## src/bst_defines.svh

```systemverilog
`ifndef BST_DEFINES_SVH
`define BST_DEFINES_SVH

`define BST_IR_W        3
`define BST_BSR_W       109
`define BST_ID_W        32
`define BST_OBT_BIT     108
`define BST_IR_CAPTURE  3'h1
`define BST_OP_EXTEST   3'h0
`define BST_OP_IDREAD   3'h1
`define BST_OP_SAMPLEZ  3'h2
`define BST_OP_SAMPLE   3'h4
`define BST_OP_BYPASS   3'h7
`define BST_RST_TCK     1'h0
`define BST_RST_TMS     1'h1
`define BST_RST_TDI     1'h1

`endif

```

## src/bst_pkg.sv

```systemverilog
`include "bst_defines.svh"

package bst_pkg;

   // Controller states, Gray coded along the usual walk
   typedef enum logic [3:0] {
      ST_RESET   = 4'h0, ST_IDLE    = 4'h1, ST_SEL_DR  = 4'h3, ST_CAP_DR  = 4'h2,
      ST_SH_DR   = 4'h6, ST_EX1_DR  = 4'h7, ST_PAU_DR  = 4'h5, ST_EX2_DR  = 4'h4,
      ST_UPD_DR  = 4'hC, ST_SEL_IR  = 4'hD, ST_CAP_IR  = 4'hF, ST_SH_IR   = 4'hE,
      ST_EX1_IR  = 4'hA, ST_PAU_IR  = 4'hB, ST_EX2_IR  = 4'h9, ST_UPD_IR  = 4'h8
   } bst_state_t;

   typedef logic [`BST_IR_W-1:0]  bst_instr_t;
   typedef logic [`BST_BSR_W-1:0] bst_ring_t;
   typedef logic [`BST_ID_W-1:0]  bst_id_t;

endpackage : bst_pkg

```

## src/bst_link_if.sv

```systemverilog
`timescale 1ns/100ps

interface bst_link_if;
   logic                tck_rise;
   logic                tck_fall;
   logic                tms;
   logic                tdi;
   bst_pkg::bst_state_t state;

   modport sync (output tck_rise, output tck_fall, output tms, output tdi);
   modport fsm  (input tck_rise, input tms, output state);
   modport core (input tck_rise, input tck_fall, input tdi, input state);
endinterface : bst_link_if

```

## src/bst_tap.sv

```systemverilog
`timescale 1ns/100ps

module bst_tap #(
   parameter bst_pkg::bst_id_t ID_VALUE = 32'h0A5C_3001  // Arbitrary value, LSB set
) (
   input  wire logic          CLK,
   input  wire logic          RST_B,
   input  wire logic          TCK,
   input  wire logic          TMS,
   input  wire logic          TDI,
   input  wire bst_pkg::bst_ring_t PIN_RING,
   output bst_pkg::bst_state_t     TAP_STATE,
   output logic               TDO,
   output logic               TDO_OE,
   output logic               EXTEST_ON,
   output logic               OUT_FLOAT,
   output bst_pkg::bst_ring_t BSR_DRIVE
);
   import bst_pkg::*;

   bst_link_if lnk ();

   // Pin synchronisers and edge finder
   bst_sync u_sync (
      .clk    (CLK),
      .rst_b  (RST_B),
      .pin_in ({TDI, TMS, TCK}),
      .lnk    (lnk.sync)
   );

   // Controller state machine
   bst_fsm u_fsm (
      .clk   (CLK),
      .rst_b (RST_B),
      .lnk   (lnk.fsm)
   );

   bst_instr_t test_instruction;
   bst_instr_t ir_shift;
   logic       bypass_bit;
   bst_id_t    identification_code;
   bst_ring_t  bsr_shift;
   bst_ring_t  bsr_update;

   // Instruction decode; reserved codes fall back to the bypass path
   wire op_extest  = (test_instruction == `BST_OP_EXTEST);
   wire op_idread  = (test_instruction == `BST_OP_IDREAD);
   wire op_samplez = (test_instruction == `BST_OP_SAMPLEZ);
   wire op_sample  = (test_instruction == `BST_OP_SAMPLE);
   wire sel_bsr    = op_extest | op_samplez | op_sample;
   wire sel_id     = op_idread;
   wire sel_byp    = ~sel_bsr & ~sel_id;

   // State decode
   wire st_reset  = (lnk.state == ST_RESET);
   wire st_cap_ir = (lnk.state == ST_CAP_IR);
   wire st_sh_ir  = (lnk.state == ST_SH_IR);
   wire st_upd_ir = (lnk.state == ST_UPD_IR);
   wire st_cap_dr = (lnk.state == ST_CAP_DR);
   wire st_sh_dr  = (lnk.state == ST_SH_DR);
   wire st_upd_dr = (lnk.state == ST_UPD_DR);
   wire st_shift  = st_sh_ir | st_sh_dr;

   // Actions taken on a rising test clock edge in the current state
   wire rise      = lnk.tck_rise;
   wire cap_ir    = rise & st_cap_ir;
   wire shift_ir  = rise & st_sh_ir;
   wire load_ir   = rise & st_upd_ir;
   wire cap_dr    = rise & st_cap_dr;
   wire shift_dr  = rise & st_sh_dr;
   wire upd_dr    = rise & st_upd_dr;
   wire new_byp   = load_ir & (ir_shift == `BST_OP_BYPASS);

   // Instruction bit that will leave toward the serial output
   wire ir_lsb    = ir_shift[0];

   // Data register bit at the serial output, one path chosen at a time
   wire dr_lsb    = sel_bsr ? bsr_shift[0] :
                    sel_id  ? identification_code[0] : bypass_bit;

   wire next_tdo  = st_sh_ir ? ir_lsb : dr_lsb;

   // Instruction shift stage: capture pattern, then serial load from the top
   always_ff @(posedge CLK) begin
      if (!RST_B)        ir_shift <= `BST_OP_IDREAD;
      else if (cap_ir)   ir_shift <= `BST_IR_CAPTURE;
      else if (shift_ir) ir_shift <= {lnk.tdi, ir_shift[`BST_IR_W-1:1]};
   end

   // Active instruction, changed only by update or by the reset state
   // Held in the reset state at once, so a test mode drops at the next fall
   always_ff @(posedge CLK) begin
      if (!RST_B)                 test_instruction <= `BST_OP_IDREAD;
      else if (st_reset)          test_instruction <= `BST_OP_IDREAD;
      else if (load_ir)           test_instruction <= ir_shift;
   end

   // Bypass cell: cleared when the bypass code is loaded and at capture
   always_ff @(posedge CLK) begin
      if (!RST_B)                    bypass_bit <= 1'h0;
      else if (new_byp)              bypass_bit <= 1'h0;
      else if (cap_dr & sel_byp)     bypass_bit <= 1'h0;
      else if (shift_dr & sel_byp)   bypass_bit <= lnk.tdi;
   end

   // Identification register: fixed code captured, then shifted out
   always_ff @(posedge CLK) begin
      if (!RST_B)                  identification_code <= ID_VALUE;
      else if (cap_dr & sel_id)    identification_code <= ID_VALUE;
      else if (shift_dr & sel_id)
         identification_code <= {lnk.tdi, identification_code[`BST_ID_W-1:1]};
   end

   // Boundary scan shift stage: pin ring snapshot, then serial shift
   always_ff @(posedge CLK) begin
      if (!RST_B)                  bsr_shift <= '0;
      else if (cap_dr & sel_bsr)   bsr_shift <= PIN_RING;
      else if (shift_dr & sel_bsr)
         bsr_shift <= {lnk.tdi, bsr_shift[`BST_BSR_W-1:1]};
   end

   // Boundary scan update latch; output bus enable cell preset high
   always_ff @(posedge CLK) begin
      if (!RST_B) begin
         bsr_update               <= '0;
         bsr_update[`BST_OBT_BIT] <= 1'h1;
      end else if (st_reset) begin
         bsr_update[`BST_OBT_BIT] <= 1'h1;
      end else if (upd_dr & (op_extest | op_sample)) begin
         bsr_update               <= bsr_shift;
      end
   end

   // Serial output and its driver change only on falling edges
   always_ff @(posedge CLK) begin
      if (!RST_B) begin
         TDO    <= 1'h0;
         TDO_OE <= 1'h0;
      end else if (lnk.tck_fall) begin
         TDO    <= next_tdo;
         TDO_OE <= st_shift;
      end
   end

   // Test mode outputs toward the memory pin drivers, also on falling edges
   always_ff @(posedge CLK) begin
      if (!RST_B) begin
         EXTEST_ON <= 1'h0;
         OUT_FLOAT <= 1'h0;
         BSR_DRIVE <= '0;
      end else if (lnk.tck_fall) begin
         EXTEST_ON <= op_extest;
         OUT_FLOAT <= op_samplez | (op_extest & ~bsr_update[`BST_OBT_BIT]);
         BSR_DRIVE <= bsr_update;
      end
   end

   // Controller state seen from outside, registered
   always_ff @(posedge CLK) begin
      if (!RST_B) TAP_STATE <= ST_RESET;
      else        TAP_STATE <= lnk.state;
   end

endmodule : bst_tap

```

## src/bst_sync.sv

```systemverilog
`timescale 1ns/100ps

module bst_sync (
   input wire logic       clk,
   input wire logic       rst_b,
   input wire logic [2:0] pin_in,
   bst_link_if.sync       lnk
);
   import bst_pkg::*;

   localparam logic [2:0] RST_VAL = {`BST_RST_TDI, `BST_RST_TMS, `BST_RST_TCK};

   logic [2:0] meta;
   logic [2:0] stab;
   logic       tck_prev;

   // Two-stage synchroniser per test pin; first stage feeds only the second
   for (genvar i = 0; i < 3; i++) begin : g_sync
      always_ff @(posedge clk) begin
         if (!rst_b) begin
            meta[i] <= RST_VAL[i];
            stab[i] <= RST_VAL[i];
         end else begin
            meta[i] <= pin_in[i];
            stab[i] <= meta[i];
         end
      end
   end

   // Edge history of the settled test clock
   always_ff @(posedge clk) begin
      if (!rst_b) tck_prev <= `BST_RST_TCK;
      else        tck_prev <= stab[0];
   end

   // Edge strobes and settled data
   assign lnk.tck_rise = stab[0] & ~tck_prev;
   assign lnk.tck_fall = ~stab[0] & tck_prev;
   assign lnk.tms      = stab[1];
   assign lnk.tdi      = stab[2];

endmodule : bst_sync

```

## src/bst_fsm.sv

```systemverilog
`timescale 1ns/100ps

module bst_fsm (
   input wire logic clk,
   input wire logic rst_b,
   bst_link_if.fsm  lnk
);
   import bst_pkg::*;

   bst_state_t state;
   bst_state_t next_state;

   // Standard transition table on the sampled mode select level
   always_comb begin
      next_state = state;
      case (state)
         ST_RESET:  next_state = lnk.tms ? ST_RESET  : ST_IDLE;
         ST_IDLE:   next_state = lnk.tms ? ST_SEL_DR : ST_IDLE;
         ST_SEL_DR: next_state = lnk.tms ? ST_SEL_IR : ST_CAP_DR;
         ST_CAP_DR: next_state = lnk.tms ? ST_EX1_DR : ST_SH_DR;
         ST_SH_DR:  next_state = lnk.tms ? ST_EX1_DR : ST_SH_DR;
         ST_EX1_DR: next_state = lnk.tms ? ST_UPD_DR : ST_PAU_DR;
         ST_PAU_DR: next_state = lnk.tms ? ST_EX2_DR : ST_PAU_DR;
         ST_EX2_DR: next_state = lnk.tms ? ST_UPD_DR : ST_SH_DR;
         ST_UPD_DR: next_state = lnk.tms ? ST_SEL_DR : ST_IDLE;
         ST_SEL_IR: next_state = lnk.tms ? ST_RESET  : ST_CAP_IR;
         ST_CAP_IR: next_state = lnk.tms ? ST_EX1_IR : ST_SH_IR;
         ST_SH_IR:  next_state = lnk.tms ? ST_EX1_IR : ST_SH_IR;
         ST_EX1_IR: next_state = lnk.tms ? ST_UPD_IR : ST_PAU_IR;
         ST_PAU_IR: next_state = lnk.tms ? ST_EX2_IR : ST_PAU_IR;
         ST_EX2_IR: next_state = lnk.tms ? ST_UPD_IR : ST_SH_IR;
         ST_UPD_IR: next_state = lnk.tms ? ST_SEL_DR : ST_IDLE;
         default:   next_state = ST_RESET;
      endcase
   end

   // State advances only on a rising test clock edge
   always_ff @(posedge clk) begin
      if (!rst_b)            state <= ST_RESET;
      else if (lnk.tck_rise) state <= next_state;
   end

   assign lnk.state = state;

endmodule : bst_fsm

```

## config.mk

```make
export PLATFORM = sky130hd
export DESIGN_NAME = bst_tap
export DESIGN_NICKNAME = d
export VERILOG_FILES = /design/src/bst_pkg.sv /design/src/bst_link_if.sv /design/src/bst_tap.sv /design/src/bst_sync.sv /design/src/bst_fsm.sv
export VERILOG_INCLUDE_DIRS = /design/src /design/src/src
export SDC_FILE = /design/constraint.sdc
export NUM_CORES = 1
export LEC_CHECK = 0
export ABC_AREA = 1
export BUFFER_PORTS_ARGS = -buffer_cell sky130_fd_sc_hd__buf_2
export CAP_MARGIN = 10
export CORE_UTILIZATION = 50
export CTS_CLUSTER_DIAMETER = 50
export DETAILED_ROUTE_END_ITERATION = 8
export MAX_ROUTING_LAYER = met4
export PLACE_DENSITY = 0.68
export SYNTH_ARGS = -nofsm -noshare
export SYNTH_HDL_FRONTEND = slang
export SYNTH_HIERARCHICAL = 1
export SYNTH_SLANG_ARGS = --single-unit
```

## constraint.sdc

```tcl
create_clock -name CLK -period 2.9 [get_ports CLK]
set_input_delay 0.58 -clock CLK [delete_from_list [all_inputs] [get_ports CLK]]
set_output_delay 0.58 -clock CLK [all_outputs]
set_load 0.005 [all_outputs]
```

======== Yosys cells after proc, flatten, opt, wreduce, memory -nomap -nowiden ========
Index checks and enable logic that the tools add are counted.
storage, ports and cells
  register bits ........................... 385
  output and inout port bits .............. 117
  logic and storage cells ................. 99
  input port bits ......................... 114
cells by class
  muxes and demuxes ....................... 18
  bitwise logic cells ..................... 30
  reductions and logical operators ........ 11
  equal/unequal tests ..................... 19
operators by type and width
  cell                count
  $mux 109            2
  $pmux 4 s12         1
  $eq 4x4->1 const B  8
  $and 1x1->1         18
  $eq 4x3->1 const B  4
  $mux 4              4
  $reduce_or 2->1     5
  $eq 4x2->1 const B  2
  $not 1->1           7
  $eq 3x3->1 const B  2
  $mux 1              6
  $mux 2              3
  $mux 3              2
  $reduce_or 3->1     2
  $or 1x1->1          5
  $eq 4x1->1 const B  1
  $logic_not 4->1     1
  $eq 3x1->1 const B  1
  $eq 3x2->1 const B  1
  $logic_not 3->1     1
  $reduce_and 2->1    1
  $reduce_bool 2->1   1

======== Logic depth before layout (Yosys ltp) ========
Gate-level depths: netlist (run 1).
  depth after elaboration ................. 7
  gate-level depth with buffers ........... 11

======== Modules after synthesis ========
The synthesis (run 1) kept the hierarchy.
modules (own cells, without submodules)
  module    sequential area each (µm²)  times used  area an instance (µm²)  cells an instance
  bst_tap   7,487.2                     1           14,759.2                2,015
  bst_fsm   80.1                        1           360.3                   67
  bst_sync  140.1                       1           207.7                   25

======== Worst setup path after synthesis (run 1) ========
Ideal clock, no wire load.
  kind .................................... flip-flop to flip-flop
  start ................................... reg u_sync.stab[0]
  end ..................................... reg bsr_shift[73]
  arrival ................................. 1.702 ns
  period minus slack after synthesis ...... 1.814 ns
  stages on the path, launching flop included .. 12
  setup slack ............................. 1.086 ns
  buffers on the path ..................... 2
  required time ........................... 2.788 ns
  cells stage by stage .................... dfxtp_1 > inv_1 > nor2_1 > nand3_2 > inv_2 > nand2_2 > buf_6 > buf_2 > nand2_1 > nand2_1 > nor2_1 > nor2_1
between the ends
  cells in the longest elaborated chain, start to end .. 4
  elaborated cells on any way between the ends .. 7
  those cells by class .................... 1 x mux; 5 x bitwise; 1 x reduce/logical
ends and longest elaborated chain
  what                                                  RTL line                        text
  start: declaration                                    bst_sync.sv:14                  logic [2:0] stab;
  start signal: indexed assignment                      bst_sync.sv:22                  stab[i] <= RST_VAL[i];
  start signal: indexed assignment                      bst_sync.sv:25                  stab[i] <= meta[i];
  $and 1x1->1 *                                         bst_sync.sv:37                  assign lnk.tck_rise = stab[0] & ~tck_prev;
  via lnk.tck_rise                                      bst_link_if.sv:4                logic tck_rise;
  $and 1x1->1 (on tied branches)                        bst_tap.sv:69, bst_tap.sv:70
  $and 1x1->1 (on tied branches)                        bst_tap.sv:117, bst_tap.sv:118
  $mux 109 / $reduce_bool 2->1 (equally long branches)  -
  end signal: assignment                                bst_tap.sv:119                  bsr_shift <= {lnk.tdi, bsr_shift[`BST_BSR_W-1:1]};
  end: declaration                                      bst_tap.sv:42                   bst_ring_t bsr_shift;
Mark *: on every way through the listed nets, which the timed path passes. The rest lies on a longest branch.
A chain may end at the register's enable or synchronous reset.

======== Worst setup path after layout (run 1) ========
  start ................................... reg u_fsm.state[1], in the netlist u_fsm/lnk.state[1]
  end ..................................... reg bsr_shift[36]
between the ends
  cells in the longest elaborated chain, start to end .. 4
  elaborated cells on any way between the ends .. 8
  those cells by class .................... 2 x eq/ne; 1 x mux; 4 x bitwise; 1 x reduce/logical
ends and longest elaborated chain
  what                                                  RTL line                        text
  start: declaration                                    bst_fsm.sv:10                   bst_state_t state;
  start signal: assignment                              bst_fsm.sv:40                   else if (lnk.tck_rise) state <= next_state;
  $eq 4x2->1 / $eq 4x3->1 (equally long branches)       bst_tap.sv:59, bst_tap.sv:60
  $and 1x1->1 (on tied branches)                        bst_tap.sv:69, bst_tap.sv:70
  $and 1x1->1 (on tied branches)                        bst_tap.sv:117, bst_tap.sv:118
  $mux 109 / $reduce_bool 2->1 (equally long branches)  -
Parallel ways exist; a longest one is shown, timed or not.

==> results of run 1 <==
synthesized netlist by cell type:
master	number	area share
sky130_fd_sc_hd__inv_2	5	0.0012
sky130_fd_sc_hd__nor2_2	3	0.0012
sky130_fd_sc_hd__nand3b_1	73	0.036
sky130_fd_sc_hd__nor3_1	2	0.00065
sky130_fd_sc_hd__nor2_1	196	0.048
sky130_fd_sc_hd__o211ai_1	3	0.0015
sky130_fd_sc_hd__nor2_4	2	0.0015
sky130_fd_sc_hd__a21oi_1	278	0.091
sky130_fd_sc_hd__o22ai_1	1	0.00041
sky130_fd_sc_hd__nand2_2	1	0.00041
sky130_fd_sc_hd__o21ai_0	225	0.073
sky130_fd_sc_hd__clkbuf_1	102	0.025
sky130_fd_sc_hd__a31oi_1	1	0.00041
sky130_fd_sc_hd__o21ai_4	1	0.0011
sky130_fd_sc_hd__dfxtp_1	385	0.50
sky130_fd_sc_hd__buf_6	1	0.00073
sky130_fd_sc_hd__a21oi_2	1	0.00057
sky130_fd_sc_hd__nand2_1	501	0.12
sky130_fd_sc_hd__nor3_2	1	0.00065
sky130_fd_sc_hd__inv_1	200	0.049
sky130_fd_sc_hd__a21oi_4	1	0.0011
sky130_fd_sc_hd__buf_1	3	0.00073
sky130_fd_sc_hd__buf_4	2	0.00098
sky130_fd_sc_hd__o21ai_1	1	0.00033
sky130_fd_sc_hd__buf_2	39	0.013
sky130_fd_sc_hd__nand3_2	1	0.00065
sky130_fd_sc_hd__nand4_1	3	0.0012
sky130_fd_sc_hd__nand3_1	75	0.024
sequential cells by signal, summed over array words and instances (netlist names), 4 cells and up:
name and count:
BSR_DRIVE 109, bsr_shift 109, bsr_update 109, identification_code 32, TAP_STATE 4, u_fsm/lnk.state 4
how the worst min path moves through the flow:
stage,startpoint,cells past startpoint,to
after floorplan,u_sync/meta[2]$_SDFF_PN1_,2,u_sync/lnk.tdi$_SDFF_PN1_
after global placement,u_sync/meta[1]$_SDFF_PN1_,2,u_sync/lnk.tms$_SDFF_PN1_
after detailed placement,u_sync/meta[1]$_SDFF_PN1_,2,u_sync/lnk.tms$_SDFF_PN1_
after CTS,TMS,3,u_sync/meta[1]$_SDFF_PN1_
after global routing,TMS,3,u_sync/meta[1]$_SDFF_PN1_
final,TDI,3,u_sync/meta[2]$_SDFF_PN1_
per-layer routing:
metal / GRT usage / share of wire / routed length, microns / up-vias
met4: 0.08190 / 0.025 / 930 / 0
met2: 0.3792 / 0.46 / 16920 / 369
met5: - / 0 / 0 / -
li1: - / - / - / 7032
met3: 0.03973 / 0.054 / 2003 / 75
met1: 0.3098 / 0.47 / 17260 / 6215
cells by family after synthesis:
family / Yosys count / share of synthesized area
AO/OA/AOI/OAI: 512 / 0.1696
AND/OR/NAND/NOR: 858 / 0.2372
flip-flops: 385 / 0.5029
buffers and inverters: 352 / 0.09037
layout by cell type (no fill, tap or decap), types with 2 or more instances in the layout:
| master | synthesis | final |
|---|---|---|
| sky130_fd_sc_hd__nand3_1 | 75 | 75 |
| sky130_fd_sc_hd__nand3b_1 | 73 | 73 |
| sky130_fd_sc_hd__nand2_1 | 501 | 500 |
| sky130_fd_sc_hd__clkbuf_8 | 0 | 12 |
| sky130_fd_sc_hd__buf_2 | 39 | 229 |
| sky130_fd_sc_hd__dfxtp_1 | 385 | 385 |
| sky130_fd_sc_hd__a21oi_1 | 278 | 278 |
| sky130_fd_sc_hd__nor2_2 | 3 | 3 |
| sky130_fd_sc_hd__nor2_4 | 2 | 3 |
| sky130_fd_sc_hd__inv_6 | 0 | 3 |
| sky130_fd_sc_hd__inv_2 | 5 | 5 |
| sky130_fd_sc_hd__o21ai_0 | 225 | 225 |
| sky130_fd_sc_hd__clkinv_2 | 0 | 5 |
| sky130_fd_sc_hd__buf_4 | 2 | 11 |
| sky130_fd_sc_hd__o211ai_1 | 3 | 3 |
| sky130_fd_sc_hd__bufinv_16 | 0 | 7 |
| sky130_fd_sc_hd__nor2_1 | 196 | 195 |
| sky130_fd_sc_hd__inv_1 | 200 | 200 |
| sky130_fd_sc_hd__clkbuf_1 | 102 | 5 |
| sky130_fd_sc_hd__nand4_1 | 3 | 3 |
| sky130_fd_sc_hd__nor3_1 | 2 | 2 |
| sky130_fd_sc_hd__buf_12 | 0 | 7 |
| sky130_fd_sc_hd__clkbuf_16 | 0 | 45 |
metrics by stage:
stage | area [sq um] | worst slack (ns)
floorplan | 15330 | 1.086
global placement | 16610 | 0.6734
detailed placement | 16610 | 0.6260
CTS | 18180 | 0.5971
global route | 18180 | 0.3540
finish | 18180 | 0.5549
layout make-up:
cell class                      instances  share of cell area
Clock buffer                           61             0.07131
Tap cell                              390             0.02684
Clock inverter                         16             0.01480
Timing Repair Buffer                  248             0.07605
Inverter                              205             0.04233
Multi-Input combinational cell       1370              0.3446
Sequential cell                       385              0.4240
Antenna cell                            1           0.0001377
critical path, cell delays in order (launching register included):
cell and delay (ns):
sky130_fd_sc_hd__dfxtp_1 0.54, sky130_fd_sc_hd__inv_2 0.06, sky130_fd_sc_hd__nor2_2 0.14, sky130_fd_sc_hd__nand2_1 0.12, sky130_fd_sc_hd__nor2_4 0.32, sky130_fd_sc_hd__buf_4 0.32
sky130_fd_sc_hd__o21ai_4 0.09, sky130_fd_sc_hd__buf_12 0.26, sky130_fd_sc_hd__nor2_1 0.20, sky130_fd_sc_hd__nor2_1 0.05
power groups by stage:
stage / clock network, mW / logic (mW) / registers, mW
CTS: 5.98 / 0.358 / 5.37
floorplan: 0 / 0.168 / 5.49
global route: 6.23 / 0.399 / 5.37
detailed placement: 0 / 0.355 / 5.49
finish: 5.88 / 0.358 / 5.37
global placement: 0 / 0.356 / 5.49
==> results by stage, run 1 <==
Timing:
- For this run, the top clock speed supported by timing is 426.4 MHz.
- The max-slew violation count came to 0.
- The number of hold violations in the final report is 0.
- The tightest slew margin relative to the limit is 0.3812.
- The post-route worst hold slack is 0.2220 ns.
- On the final layout, the worst clock skew is 0.01784 ns.
- Setup violations remaining at the end of the flow were counted as 0.
- Setup repair after global routing left no endpoint under its margin.
- Dividing the final minimum period by the clock period gives 0.8087.
- The actual slew at the worst max-slew pin is 0.9220 ns.
- For the final routed database, the setup TNS stands at 0 ns.
- The routed design could run at a clock period as short as 2.345 ns.

Power:
- The internal portion of the total power is 9.221 mW.
- The share of total power consumed by net switching is 0.2056.
- The share of total power dissipated in the clock network is 0.506.
- Overall power consumption after layout is estimated at 11.61 mW.
- The sequential power share is 0.463.
- The relative contribution of combinational cells to total power is 0.031.
- The static power due to leakage is 8.327 nW.
- Across the VDD grid, the largest voltage drop is 0.0004696 V.
- In this run the power spent charging and discharging nets is 2.387 mW.
- For this design the ratio of total power to cell area is 638.6 nW/um^2.

Clocking:
- The clock insertion delay at the later pin of the skew report is 0.53 ns.
- The hold buffer count at cts is 0.
- The CTS tree is built.
- The tree built by TritonCTS fans out to 385 sinks.
- Gates resized during post-CTS repair numbered 0.
- The number of buffers between clock root and the deepest sink is 3.
- Counting the buffers created by CTS gives 42.
- The H-tree was split into 2 levels.
- Once the clock tree was built, the setup fixing pass inserted 0 buffers.
- Clock-pin slew was measured on the worst setup and hold paths at 0.06 ns.
- The clock tree root driver cell is sky130_fd_sc_hd__clkbuf_16.

Finish:
- The sequential standard cell area is 7707 sq um.
- The post-route non-filler standard cell count is 2676.
- Measured on the finished design, the core utilization comes to 0.6085.
- The area overhead of the layout relative to synthesis is 18.60%.
- Of the cells placed in the final design, the portion with a size suffix greater than 1 is 0.1479.
- At the end of the flow, the number of nets in the layout was 2366.
- The count of fill cells added during filler insertion is 2796.
- The area taken by multi-input logic gates is 6264 sq um.

Critical path:
- The data arrival time of the critical path is 2.75 ns.
- The most critical setup path has its endpoint at bsr_shift[36]$_SDFFE_PN0P_.
- The class of the most critical setup path is flip-flop to flip-flop.
- The type of element launching the critical path is a flip-flop.
- Measured in cells, the most critical reg-to-reg path has a length of 9.
- The source of the worst register-to-register timing path is u_fsm/lnk.state[1]$_SDFFE_PN0P_.
- The end of the worst register-to-register path is bsr_shift[36]$_SDFFE_PN0P_.
- STA classifies the critical path endpoint as a flip-flop.
- In this run the worst setup path begins at u_fsm/lnk.state[1]$_SDFFE_PN0P_.
- The worst register-to-register path has a setup slack of 0.55 ns.
- The maximum fanout along the worst path is 108.
- STA puts the critical path data required time at 3.31 ns.

Floorplanning:
- The number of cell rows is 63.
- The die is 177.1 microns wide.
- The floorplan step defined a die boundary enclosing 31360 sq um.
- The initial utilization of the core area, before any placement, comes to 0.5130.
- The die outline height is 177.1 microns.
- The number of top-level design ports is 231.
- The core region area is 29870 sq um.

Logic synthesis:
- The number of synthesized register bits is 385.
- The Yosys step of the flow raised 6 warnings.
- For this run, the register share of the synthesized area comes to 0.5029.
- The synthesized instance count is 2107.
- The number of library cell types mapped by synthesis is 28.
- Synthesis produced a netlist with a net count of 2221.
- After synthesis, the mean cell area works out to 7.274 sq um.
- The mapped netlist covers 15330 sq um.

Route:
- In the final routed layout, each cell accounts on average for 13.87 microns.
- After detailed routing, the number of remaining DRC violations is 0.
- The count of nets left with antenna violations after detail routing is 0.
- The DRC marker count from the first detailed-route iteration is 1090.
- The detail-routed via count per cell is 5.116.
- The via count is 13691.
- The first-pass iteration count of the detailed router is 5.
- Wires add up to 37110 microns.

GRT:
- For this run, the total global-route usage over all layers was measured as 0.2399.
- The total overflow left after global routing is 0.
- Entering global routing, the biggest net connects 175 pins.
- The number of antenna violations at the first check in global routing is 1.
- The via count of the first global-routing pass was 12679.
- The first-pass GRT wire length is 60600 microns.

Placement:
- After legalization and detailed placement, the total HPWL measured 22550 microns.
- The count of buffers added on input and output ports is 230.
- The last weighted congestion value of the routability-driven placer is 0.8614.
- After detailed placement, the design holds a cell count of 2598.

Outcome:
- The run finished with clean final reports.

Flow run:
- The tool flagged a number of max-cap violations equal to 0.

Hold path:
- In this run the worst hold path is classified as input pin to flip-flop.
No activity file was read; power rests on OpenSTA's default activity.
==> run 2: changes to the inputs <==
--- a/config.mk
+++ b/config.mk
@@ -6,14 +6,14 @@
 export SDC_FILE = /design/constraint.sdc
 export NUM_CORES = 1
 export LEC_CHECK = 0
-export ABC_AREA = 1
+export ABC_AREA = 0
 export BUFFER_PORTS_ARGS = -buffer_cell sky130_fd_sc_hd__buf_2
 export CAP_MARGIN = 10
 export CORE_UTILIZATION = 50
 export CTS_CLUSTER_DIAMETER = 50
 export DETAILED_ROUTE_END_ITERATION = 8
 export MAX_ROUTING_LAYER = met4
-export PLACE_DENSITY = 0.68
+export PLACE_DENSITY = 0.71
 export SYNTH_ARGS = -nofsm -noshare
 export SYNTH_HDL_FRONTEND = slang
 export SYNTH_HIERARCHICAL = 1
==> constraint.sdc (replaced) <==
create_clock -name CLK -period 1.9 [get_ports CLK]
set_input_delay 0.38 -clock CLK [delete_from_list [all_inputs] [get_ports CLK]]
set_output_delay 0.38 -clock CLK [all_outputs]
set_load 0.005 [all_outputs]
==> run 2 against run 1 <==
  * Global-route usage decreased by 2.7 points
  * Critical path depth decreased by 3
  * Highest routed layer unchanged
  * Sequential power increased by 51%
  * Area after synthesis increased by 1.7%
  * Maximum frequency increased by 32%
==> results by stage, run 2 <==
GRT:
- The pin count of the biggest net entering global routing is 110.
- The global-route usage over all layers is 0.2124.
- The via count of the first global-routing pass is 10793.
- The first-pass GRT wire length is 53880 microns.
- The number of antenna violations at the first check in global routing is 4.
- The total overflow left after global routing is 0.

Route:
- After detailed routing, the total wire length is 33060 microns.
- The first-pass iteration count of the detailed router is 5.
- The first routing iteration left 621 violations.
- After detailed routing, the number of remaining DRC violations is 0.
- The count of nets left with antenna violations after detail routing is 0.
- Across all layers, the routed design uses 11425 vias.
- The average wire per standard cell is 15.03 microns.
- The detail-routed via count per cell is 5.193.

Timing:
- The final number of setup-violating endpoints is 0.
- The worst-case clock skew is 0.01114 ns.
- The share of the clock period used by the worst path is 0.9368.
- For this run, the top clock speed supported by timing is 561.8 MHz.
- The setup TNS is 0 ns.
- The number of hold violations in the final report was 0.
- The max-slew violation count is 0.
- The worst path needs 1.780 ns of the cycle, external delays included.
- Measured against its own limit, the worst slew margin works out to 0.6153.
- For the pin with the worst max-slew slack, the measured transition is 0.5770 ns.
- Setup repair after global routing left no endpoint under its margin.

Critical path:
- The cell family contributing the most delay on the critical path is simple AND/OR/NAND/NOR gates.
- The number of gates on the worst path with buffers counted is 6.
- The number of buffers and inverters on the critical path is 1.
- The maximum fanout along the worst path is 72.
- The end of the worst register-to-register path is bsr_shift[90]$_SDFFE_PN0P_.
- The worst setup path startpoint is u_sync/stab[0]$_SDFF_PN0_.
- For this design, the slowest cell found on the critical path is sky130_fd_sc_hd__dfxtp_1.
- The worst register-to-register path has a setup slack of 0.12 ns.
- The largest incremental delay on the critical path is 0.39 ns.
- The required time of the worst setup path is 2.30 ns.
- The critical path capture point type is a flip-flop.
- Walking the worst path, the cells encountered are nor2b_1 > and4bb_2 > and2_4 > buf_12 > nand2_1 > o211a_1.
- The source of the worst register-to-register timing path is u_sync/stab[0]$_SDFF_PN0_.
- The type of element launching the critical path is a flip-flop.
- By startpoint and endpoint, the worst setup path is classified as flip-flop to flip-flop.
- The count of cells along the worst register-to-register path is 6.
- Data arrives at the worst endpoint at 2.18 ns.

Logic synthesis:
- By count the netlist is led by 397 x sky130_fd_sc_hd__nand2_1, 385 x sky130_fd_sc_hd__dfxtp_1, 222 x sky130_fd_sc_hd__mux2i_1.
- The number of synthesized register bits is 385.
- During synthesis, Yosys emitted a total of 6 warnings.
- The mapped cell area is 15590 sq um.
- Of the post-synthesis cell area, the dominant cell type holds 0.4943.
- In the post-synthesis netlist, the biggest area contributors are sky130_fd_sc_hd__dfxtp_1 49%, sky130_fd_sc_hd__mux2i_1 14%, sky130_fd_sc_hd__nand2_1 9.6%.
- Counting flops with a built-in enable in the synthesized netlist gives 0.
- For this run, asynchronously set or reset flops after synthesis account for 0.
- The synthesized netlist net count is 1708.
- Averaged over all synthesized cells, the footprint is 9.782 sq um.
- The sequential fraction of the synthesis area is 0.4943.
- sky130_fd_sc_hd__nand2_1 is the most common cell in the netlist.
- The synthesized instance count is 1594.
- The biggest area contributor in the post-synthesis netlist is sky130_fd_sc_hd__dfxtp_1.
- In the synthesized netlist the dominant register cell turns out to be sky130_fd_sc_hd__dfxtp_1.
- The number of library cell types mapped by synthesis is 51.

Finish:
- The largest registers in the layout are BSR_DRIVE (109), bsr_shift (109), bsr_update (109).
- In the layout the commonest cells are 397 x sky130_fd_sc_hd__nand2_1, 384 x sky130_fd_sc_hd__dfxtp_1, 229 x sky130_fd_sc_hd__buf_2.
- From synthesis to final layout, the design area changed by 18.34%.
- The final net count is 1884.
- The final instance area is 18450 sq um.
- The fraction of final layout cells sized beyond drive strength 1 is 0.1934.
- The most frequent standard cell in the layout excluding fill and tap cells is sky130_fd_sc_hd__nand2_1.

Clocking:
- In this run the number of H-tree levels came out at 2.
- The CTS tree is built.
- The clock net sink count is 385.
- After clock tree synthesis, the clock-pin slew on the worst setup and hold paths is 0.06 ns.
- The clock insertion delay at the later pin of the skew report is 0.52 ns.
- In this run, CTS created clock tree buffers numbering 44.
- The buffer count from post-CTS setup fixing is 0.
- No sink is reached through more buffers than the 3 on the longest clock path.
- The hold buffer count at cts is 0.
- The clock tree root driver cell is sky130_fd_sc_hd__clkbuf_16.

Hold path:
- The destination of the worst hold path is u_sync/meta[1]$_SDFF_PN1_.
- The number of cells on the worst hold path is 2.
- The launch instance of the worst min-delay path is TMS.
- The tightest min-delay check is of the input pin to flip-flop type.

Floorplanning:
- Measured along the x axis, the die boundary spans 178.6 microns.
- 231 I/O pins were placed.
- The floorplan step defined a die boundary enclosing 31890 sq um.
- The die outline height is 178.6 microns.
- The effective utilization at floorplan is 0.5084.
- The core region area is 30670 sq um.
- The number of cell rows is 64.

Power:
- The worst voltage drop across the vdd grid is 0.0005827 V.
- For this design the ratio of total power to cell area is 919.9 nW/um^2.
- Summed over all cells, the static leakage comes to 7.946 nW.

Outcome:
- The flow ran to the end, and the final reports show no timing, DRC or antenna violations.

Placement:
- The last weighted congestion value of the routability-driven placer is 0.7639.
- In this run the cell area measured after placement is 16980 sq um.
- The sum of net half-perimeters after detailed placement is 20110 microns.
- In this run the tool buffered the top-level ports with 230 buffer cells.

Flow run:
- Across the run, the number of max-cap violations was 0.
run 2: changes by cell type after synthesis, sizes merged, moves of 109 or more:
cell	before	now
inv	205	5
nor2	201	7
nor2b	0	120
a21oi	280	30
a21boi	0	109
mux2i	0	222
o21ai	227	6
o211a	0	109
run 2: kinds of logic (layout without fill, tap and decap cells):
logic type / after synthesis / in the layout / share of synthesized area
AOI/OAI and AO/OA: 271 / 271 / 0.1453
DFF: 385 / 385 / 0.4943
other: 0 / 5 / 0
muxes: 223 / 223 / 0.1432
buffers and inverters: 134 / 339 / 0.04694
xor gates and xnor gates: 1 / 1 / 0.0005618
adders and majority gates: 1 / 1 / 0.0006420
and+or+nand+nor: 579 / 579 / 0.1690
run 2: worst max path at each step:
stage | slack [ns] | to
floorplan | 0.10 | bsr_shift[74]$_SDFFE_PN0P_
global placement | 0.21 | bsr_update[92]$_SDFFE_PN0P_
detailed placement | 0.11 | bsr_shift[33]$_SDFFE_PN0P_
CTS | 0.09 | bsr_shift[22]$_SDFFE_PN0P_
global route | 0.008 | bsr_shift[49]$_SDFFE_PN0P_
finish | 0.12 | bsr_shift[90]$_SDFFE_PN0P_
run 2: through the flow:
stage | util | instances | worst slack, ns | power, mW | hold slack [ns]
floorplan | - | 1594 | 0.1017 | 8.550 | 0.3863
global placement | 0.5536 | 2120 | 0.2129 | 8.774 | 0.3963
detailed placement | 0.5536 | 2120 | 0.1082 | 8.774 | 0.4068
CTS | 0.6010 | 2195 | 0.08772 | 17.16 | 0.02322
global route | 0.6016 | 2199 | 0.008365 | 17.59 | 0.02191
finish | 0.6017 | 2200 | 0.1200 | 16.97 | 0.03947
run 2: power breakdown:
| group | leakage (nW) | total [mW] | internal [mW] | switching (mW) |
|---|---|---|---|---|
| Combinational | 4.13 | 0.505 | 0.255 | 0.250 |
| Sequential | 3.10 | 8.09 | 8.08 | 0.00777 |
| Clock | 0.715 | 8.38 | 5.13 | 3.25 |
run 2: final cells by class:
type	instances	area, sq um
Sequential cell	385	7711
Timing Repair Buffer	259	1598
Antenna cell	5	12.51
Fill cell	2662	12220
Multi-Input combinational cell	1075	7163
Clock inverter	15	170.2
Inverter	5	18.77
Clock buffer	60	1284
Tap cell	396	495.5
run 2: what timing repair did:
item,4_1_cts,5_1_grt
hold endpoints to repair,0,0
endpoints found under the setup margin,0,6
resized for setup,0,2
run 2: metal layers:
metal / track usage / vias up / routed length, microns
met5: - / - / 0
li1: - / 5761 / -
met1: 0.2782 / 5365 / 15600
met3: 0.04817 / 47 / 2024
met4: 0.05085 / 0 / 529
met2: 0.3314 / 252 / 14910
==> run 3: changes to the inputs <==
--- a/config.mk
+++ b/config.mk
@@ -13,7 +13,7 @@
 export CTS_CLUSTER_DIAMETER = 50
 export DETAILED_ROUTE_END_ITERATION = 8
 export MAX_ROUTING_LAYER = met4
-export PLACE_DENSITY = 0.71
+export PLACE_DENSITY = 0.68
 export SYNTH_ARGS = -nofsm -noshare
 export SYNTH_HDL_FRONTEND = slang
 export SYNTH_HIERARCHICAL = 1
==> constraint.sdc (replaced) <==
create_clock -name CLK -period 2.1 [get_ports CLK]
set_input_delay 0.21 -clock CLK [delete_from_list [all_inputs] [get_ports CLK]]
set_output_delay 0.21 -clock CLK [all_outputs]
set_load 0.005 [all_outputs]
==> run 3 against run 2 <==
  * Maximum frequency shrank 0.36%
  * Power down 9.9%
  * First-iteration DRC count fell by 15%
  * Sequential share of layout area grew 0.079 points
  * Worst hold slack got worse by 0.026 ns
  * Die area did not move
  * Critical path depth stayed put
  * Sequential cell count did not move
  * Global-route usage fell by 0.74 points
  * Combinational power fell by 12%
  * Critical path type unchanged
  * Highest routed layer unchanged
==> results by stage, run 3 (synthesized netlist as in run 2, its figures left out) <==
Outcome:
- The flow ran to the end, and the final reports show no timing, DRC or antenna violations.

Placement:
- In this run the cell area measured after placement is 16940 sq um.
- At the end of routability-driven placement, the weighted congestion stood at 0.7337.
- The total of buffers placed on input and output ports is 230.
- Detailed placement finished with a half-perimeter wire length of 20170 microns.
- The worst-case setup slack after placement is 0.3449 ns.

Finish:
- The area taken by multi-input logic gates is 7163 sq um.
- Leaving out fill and tap cells, the most frequent cell in the layout is sky130_fd_sc_hd__nand2_1.
- From synthesis to final layout, the design area changed by 18.12%.
- The largest registers in the layout are BSR_DRIVE (109), bsr_shift (109), bsr_update (109).
- The count of fill cells added during filler insertion is 2682.
- In the layout the commonest cells are 397 x sky130_fd_sc_hd__nand2_1, 384 x sky130_fd_sc_hd__dfxtp_1, 229 x sky130_fd_sc_hd__buf_2.
- Of the cells placed in the final design, the portion with a size suffix greater than 1 is 0.1941.
- With fillers left out, the area of the finished cells amounts to 18420 sq um.
- The final layout contains 1886 nets.
- The sequential standard cell area is 7711 sq um.

Timing:
- Of the available clock period, the critical path in the final layout requires 0.8507.
- At the pin with the least slew margin, the transition time is 0.5537 ns.
- Summed over all failing endpoints, the final setup total negative slack is 0 ns.
- The worst-case clock skew is 0.01537 ns.
- The final number of setup-violating endpoints is 0.
- The max-slew violation count is 0.
- The clock period minus final worst setup slack is 1.786 ns.
- The maximum operating frequency is 559.8 MHz.
- Setup repair after global routing left no endpoint under its margin.
- Once routing completed, OpenROAD measured the worst setup slack at 0.3136 ns.
- The tightest slew margin relative to the limit is 0.6309.
- The number of hold violations in the final report came to 0.

Power:
- IR analysis of the VDD net gives a maximum drop of 0.0005849 V.
- In this run the static leakage power is 7.945 nW.
- The power density over the cells is 830.1 nW/um^2.

Critical path:
- The type of element launching the critical path is a flip-flop.
- STA classifies the critical path endpoint as a flip-flop.
- The critical path is of the flip-flop to flip-flop type.
- The data arrival time of the critical path is 2.22 ns.
- The required time of the worst setup path is 2.54 ns.
- The maximum fanout along the worst path is 71.
- The source of the worst register-to-register timing path is u_sync/stab[0]$_SDFF_PN0_.
- The critical path starts at u_sync/stab[0]$_SDFF_PN0_.

Route:
- After detailed routing, the number of vias per cell comes to 5.118.
- The via count is 11269.
- In the final routed layout, each cell accounts on average for 14.63 microns.
- For this run, design rule violations remaining after detail routing come to 0.
- The DRC marker count from the first detailed-route iteration is 530.
- The first-pass iteration count of the detailed router is 7.
- The final wirelength is 32210 microns.
- The count of nets left with antenna violations after detail routing is 0.

Floorplanning:
- For this design the top-level I/O count stands at 231.
- The effective utilization at floorplan is 0.5084.
- The die outline height is 178.6 microns.
- The full die area is 31890 sq um.
- In this run the core area contains 64 standard-cell rows.
- The core region area is 30670 sq um.
- The die outline width is 178.6 microns.

Clocking:
- The H-tree was split into 2 levels.
- TritonCTS built the clock tree.
- The clock tree root driver cell is sky130_fd_sc_hd__clkbuf_16.
- The clock insertion delay at the later pin of the skew report is 0.53 ns.
- The number of buffers between clock root and the deepest sink is 3.
- The tree built by TritonCTS fans out to 385 sinks.
- The TritonCTS buffer count is 44.
- The clock edge transition at the registers on the reported setup and hold paths is 0.06 ns.

GRT:
- The global-route usage over all layers is 0.2050.
- The via count of the first global-routing pass came to 10532.
- Entering global routing, the biggest net connects 88 pins.
- The first global-routing pass estimated 52230 microns of wire.
- The final global-route overflow total is 0.
- The number of antenna violations at the first check in global routing came to 3.

Hold path:
- The worst hold path begins at RST_B.
- The path class of the lowest-slack min-delay path is input pin to flip-flop.

Flow run:
- The number of maximum-capacitance violations is 0.
[run 3: cell types whose count changed in the layout (fill, tap and decap cells not counted), moves of 2 or more]
cell and delta:
sky130_fd_sc_hd__clkinv_4 -2, sky130_fd_sc_hd__dlygate4sd3_1 +3, sky130_fd_sc_hd__buf_12 -2, sky130_fd_sc_hd__buf_4 +2
sky130_fd_sc_hd__clkinv_2 +5, sky130_fd_sc_hd__diode_2 -2, sky130_fd_sc_hd__clkbuf_1 -2
[run 3: final cells by class]
cell class / instances / share of cell area
sequential: 385 / 0.4187
multi-input combinational: 1075 / 0.3889
timing repair buffer: 261 / 0.08560
clock buffer: 57 / 0.06793
tap: 396 / 0.02690
clock inverter: 20 / 0.01053
inverter: 5 / 0.001019
antenna: 3 / 0.0004076
[run 3: through the flow]
step / power, mW / utilization / hold slack, ns / cells
final: 15.29 / 0.6005 / 0.01310 / 2202
after CTS: 15.46 / 0.6003 / 0.002392 / 2199
after global placement: 7.923 / 0.5522 / 0.3968 / 2119
after detailed placement: 7.921 / 0.5522 / 0.3960 / 2119
after global routing: 15.83 / 0.6005 / 0.007031 / 2202
after floorplan: 7.735 / - / 0.2830 / 1594
[run 3: path summary, 6_finish.rpt]
path / end / slack (ns) / cells after the start
max: bsr_update[48]$_SDFFE_PN0P_ / 0.31 / 6
min: u_sync/meta[2]$_SDFF_PN1_ / 0.01 / 2
max reg2reg: bsr_update[48]$_SDFFE_PN0P_ / 0.31 / 6
min reg2reg: u_sync/lnk.tdi$_SDFF_PN1_ / 0.42 / 1
[run 3: layer usage]
layer / global-route usage / routed length (microns) / vias up
li1: - / - / 5774
met1: 0.2645 / 15120 / 5231
met2: 0.3201 / 14570 / 216
met3: 0.05094 / 1968 / 48
met4: 0.05155 / 545 / 0
met5: - / 0 / -
[run 3: repair_timing]
action | CTS | global route
hold buffers | 3 | 0
setup buffers | 0 | 0
gates resized for setup | 0 | 0
hold endpoints to repair | 3 | 0
[run 3: critical path: stages (launching register included)]
cell and delay [ns]:
sky130_fd_sc_hd__dfxtp_1 0.38, sky130_fd_sc_hd__nor2b_1 0.19, sky130_fd_sc_hd__buf_4 0.20, sky130_fd_sc_hd__and4_4 0.27
sky130_fd_sc_hd__buf_12 0.29, sky130_fd_sc_hd__nand2_1 0.12, sky130_fd_sc_hd__a21boi_0 0.17
[run 3: where the power goes]
part	switching (mW)	internal (mW)	total (mW)
Clock	2.96	4.57	7.52
Combinational	0.219	0.223	0.443
Sequential	0.00731	7.31	7.32
Total	3.18	12.1	15.3
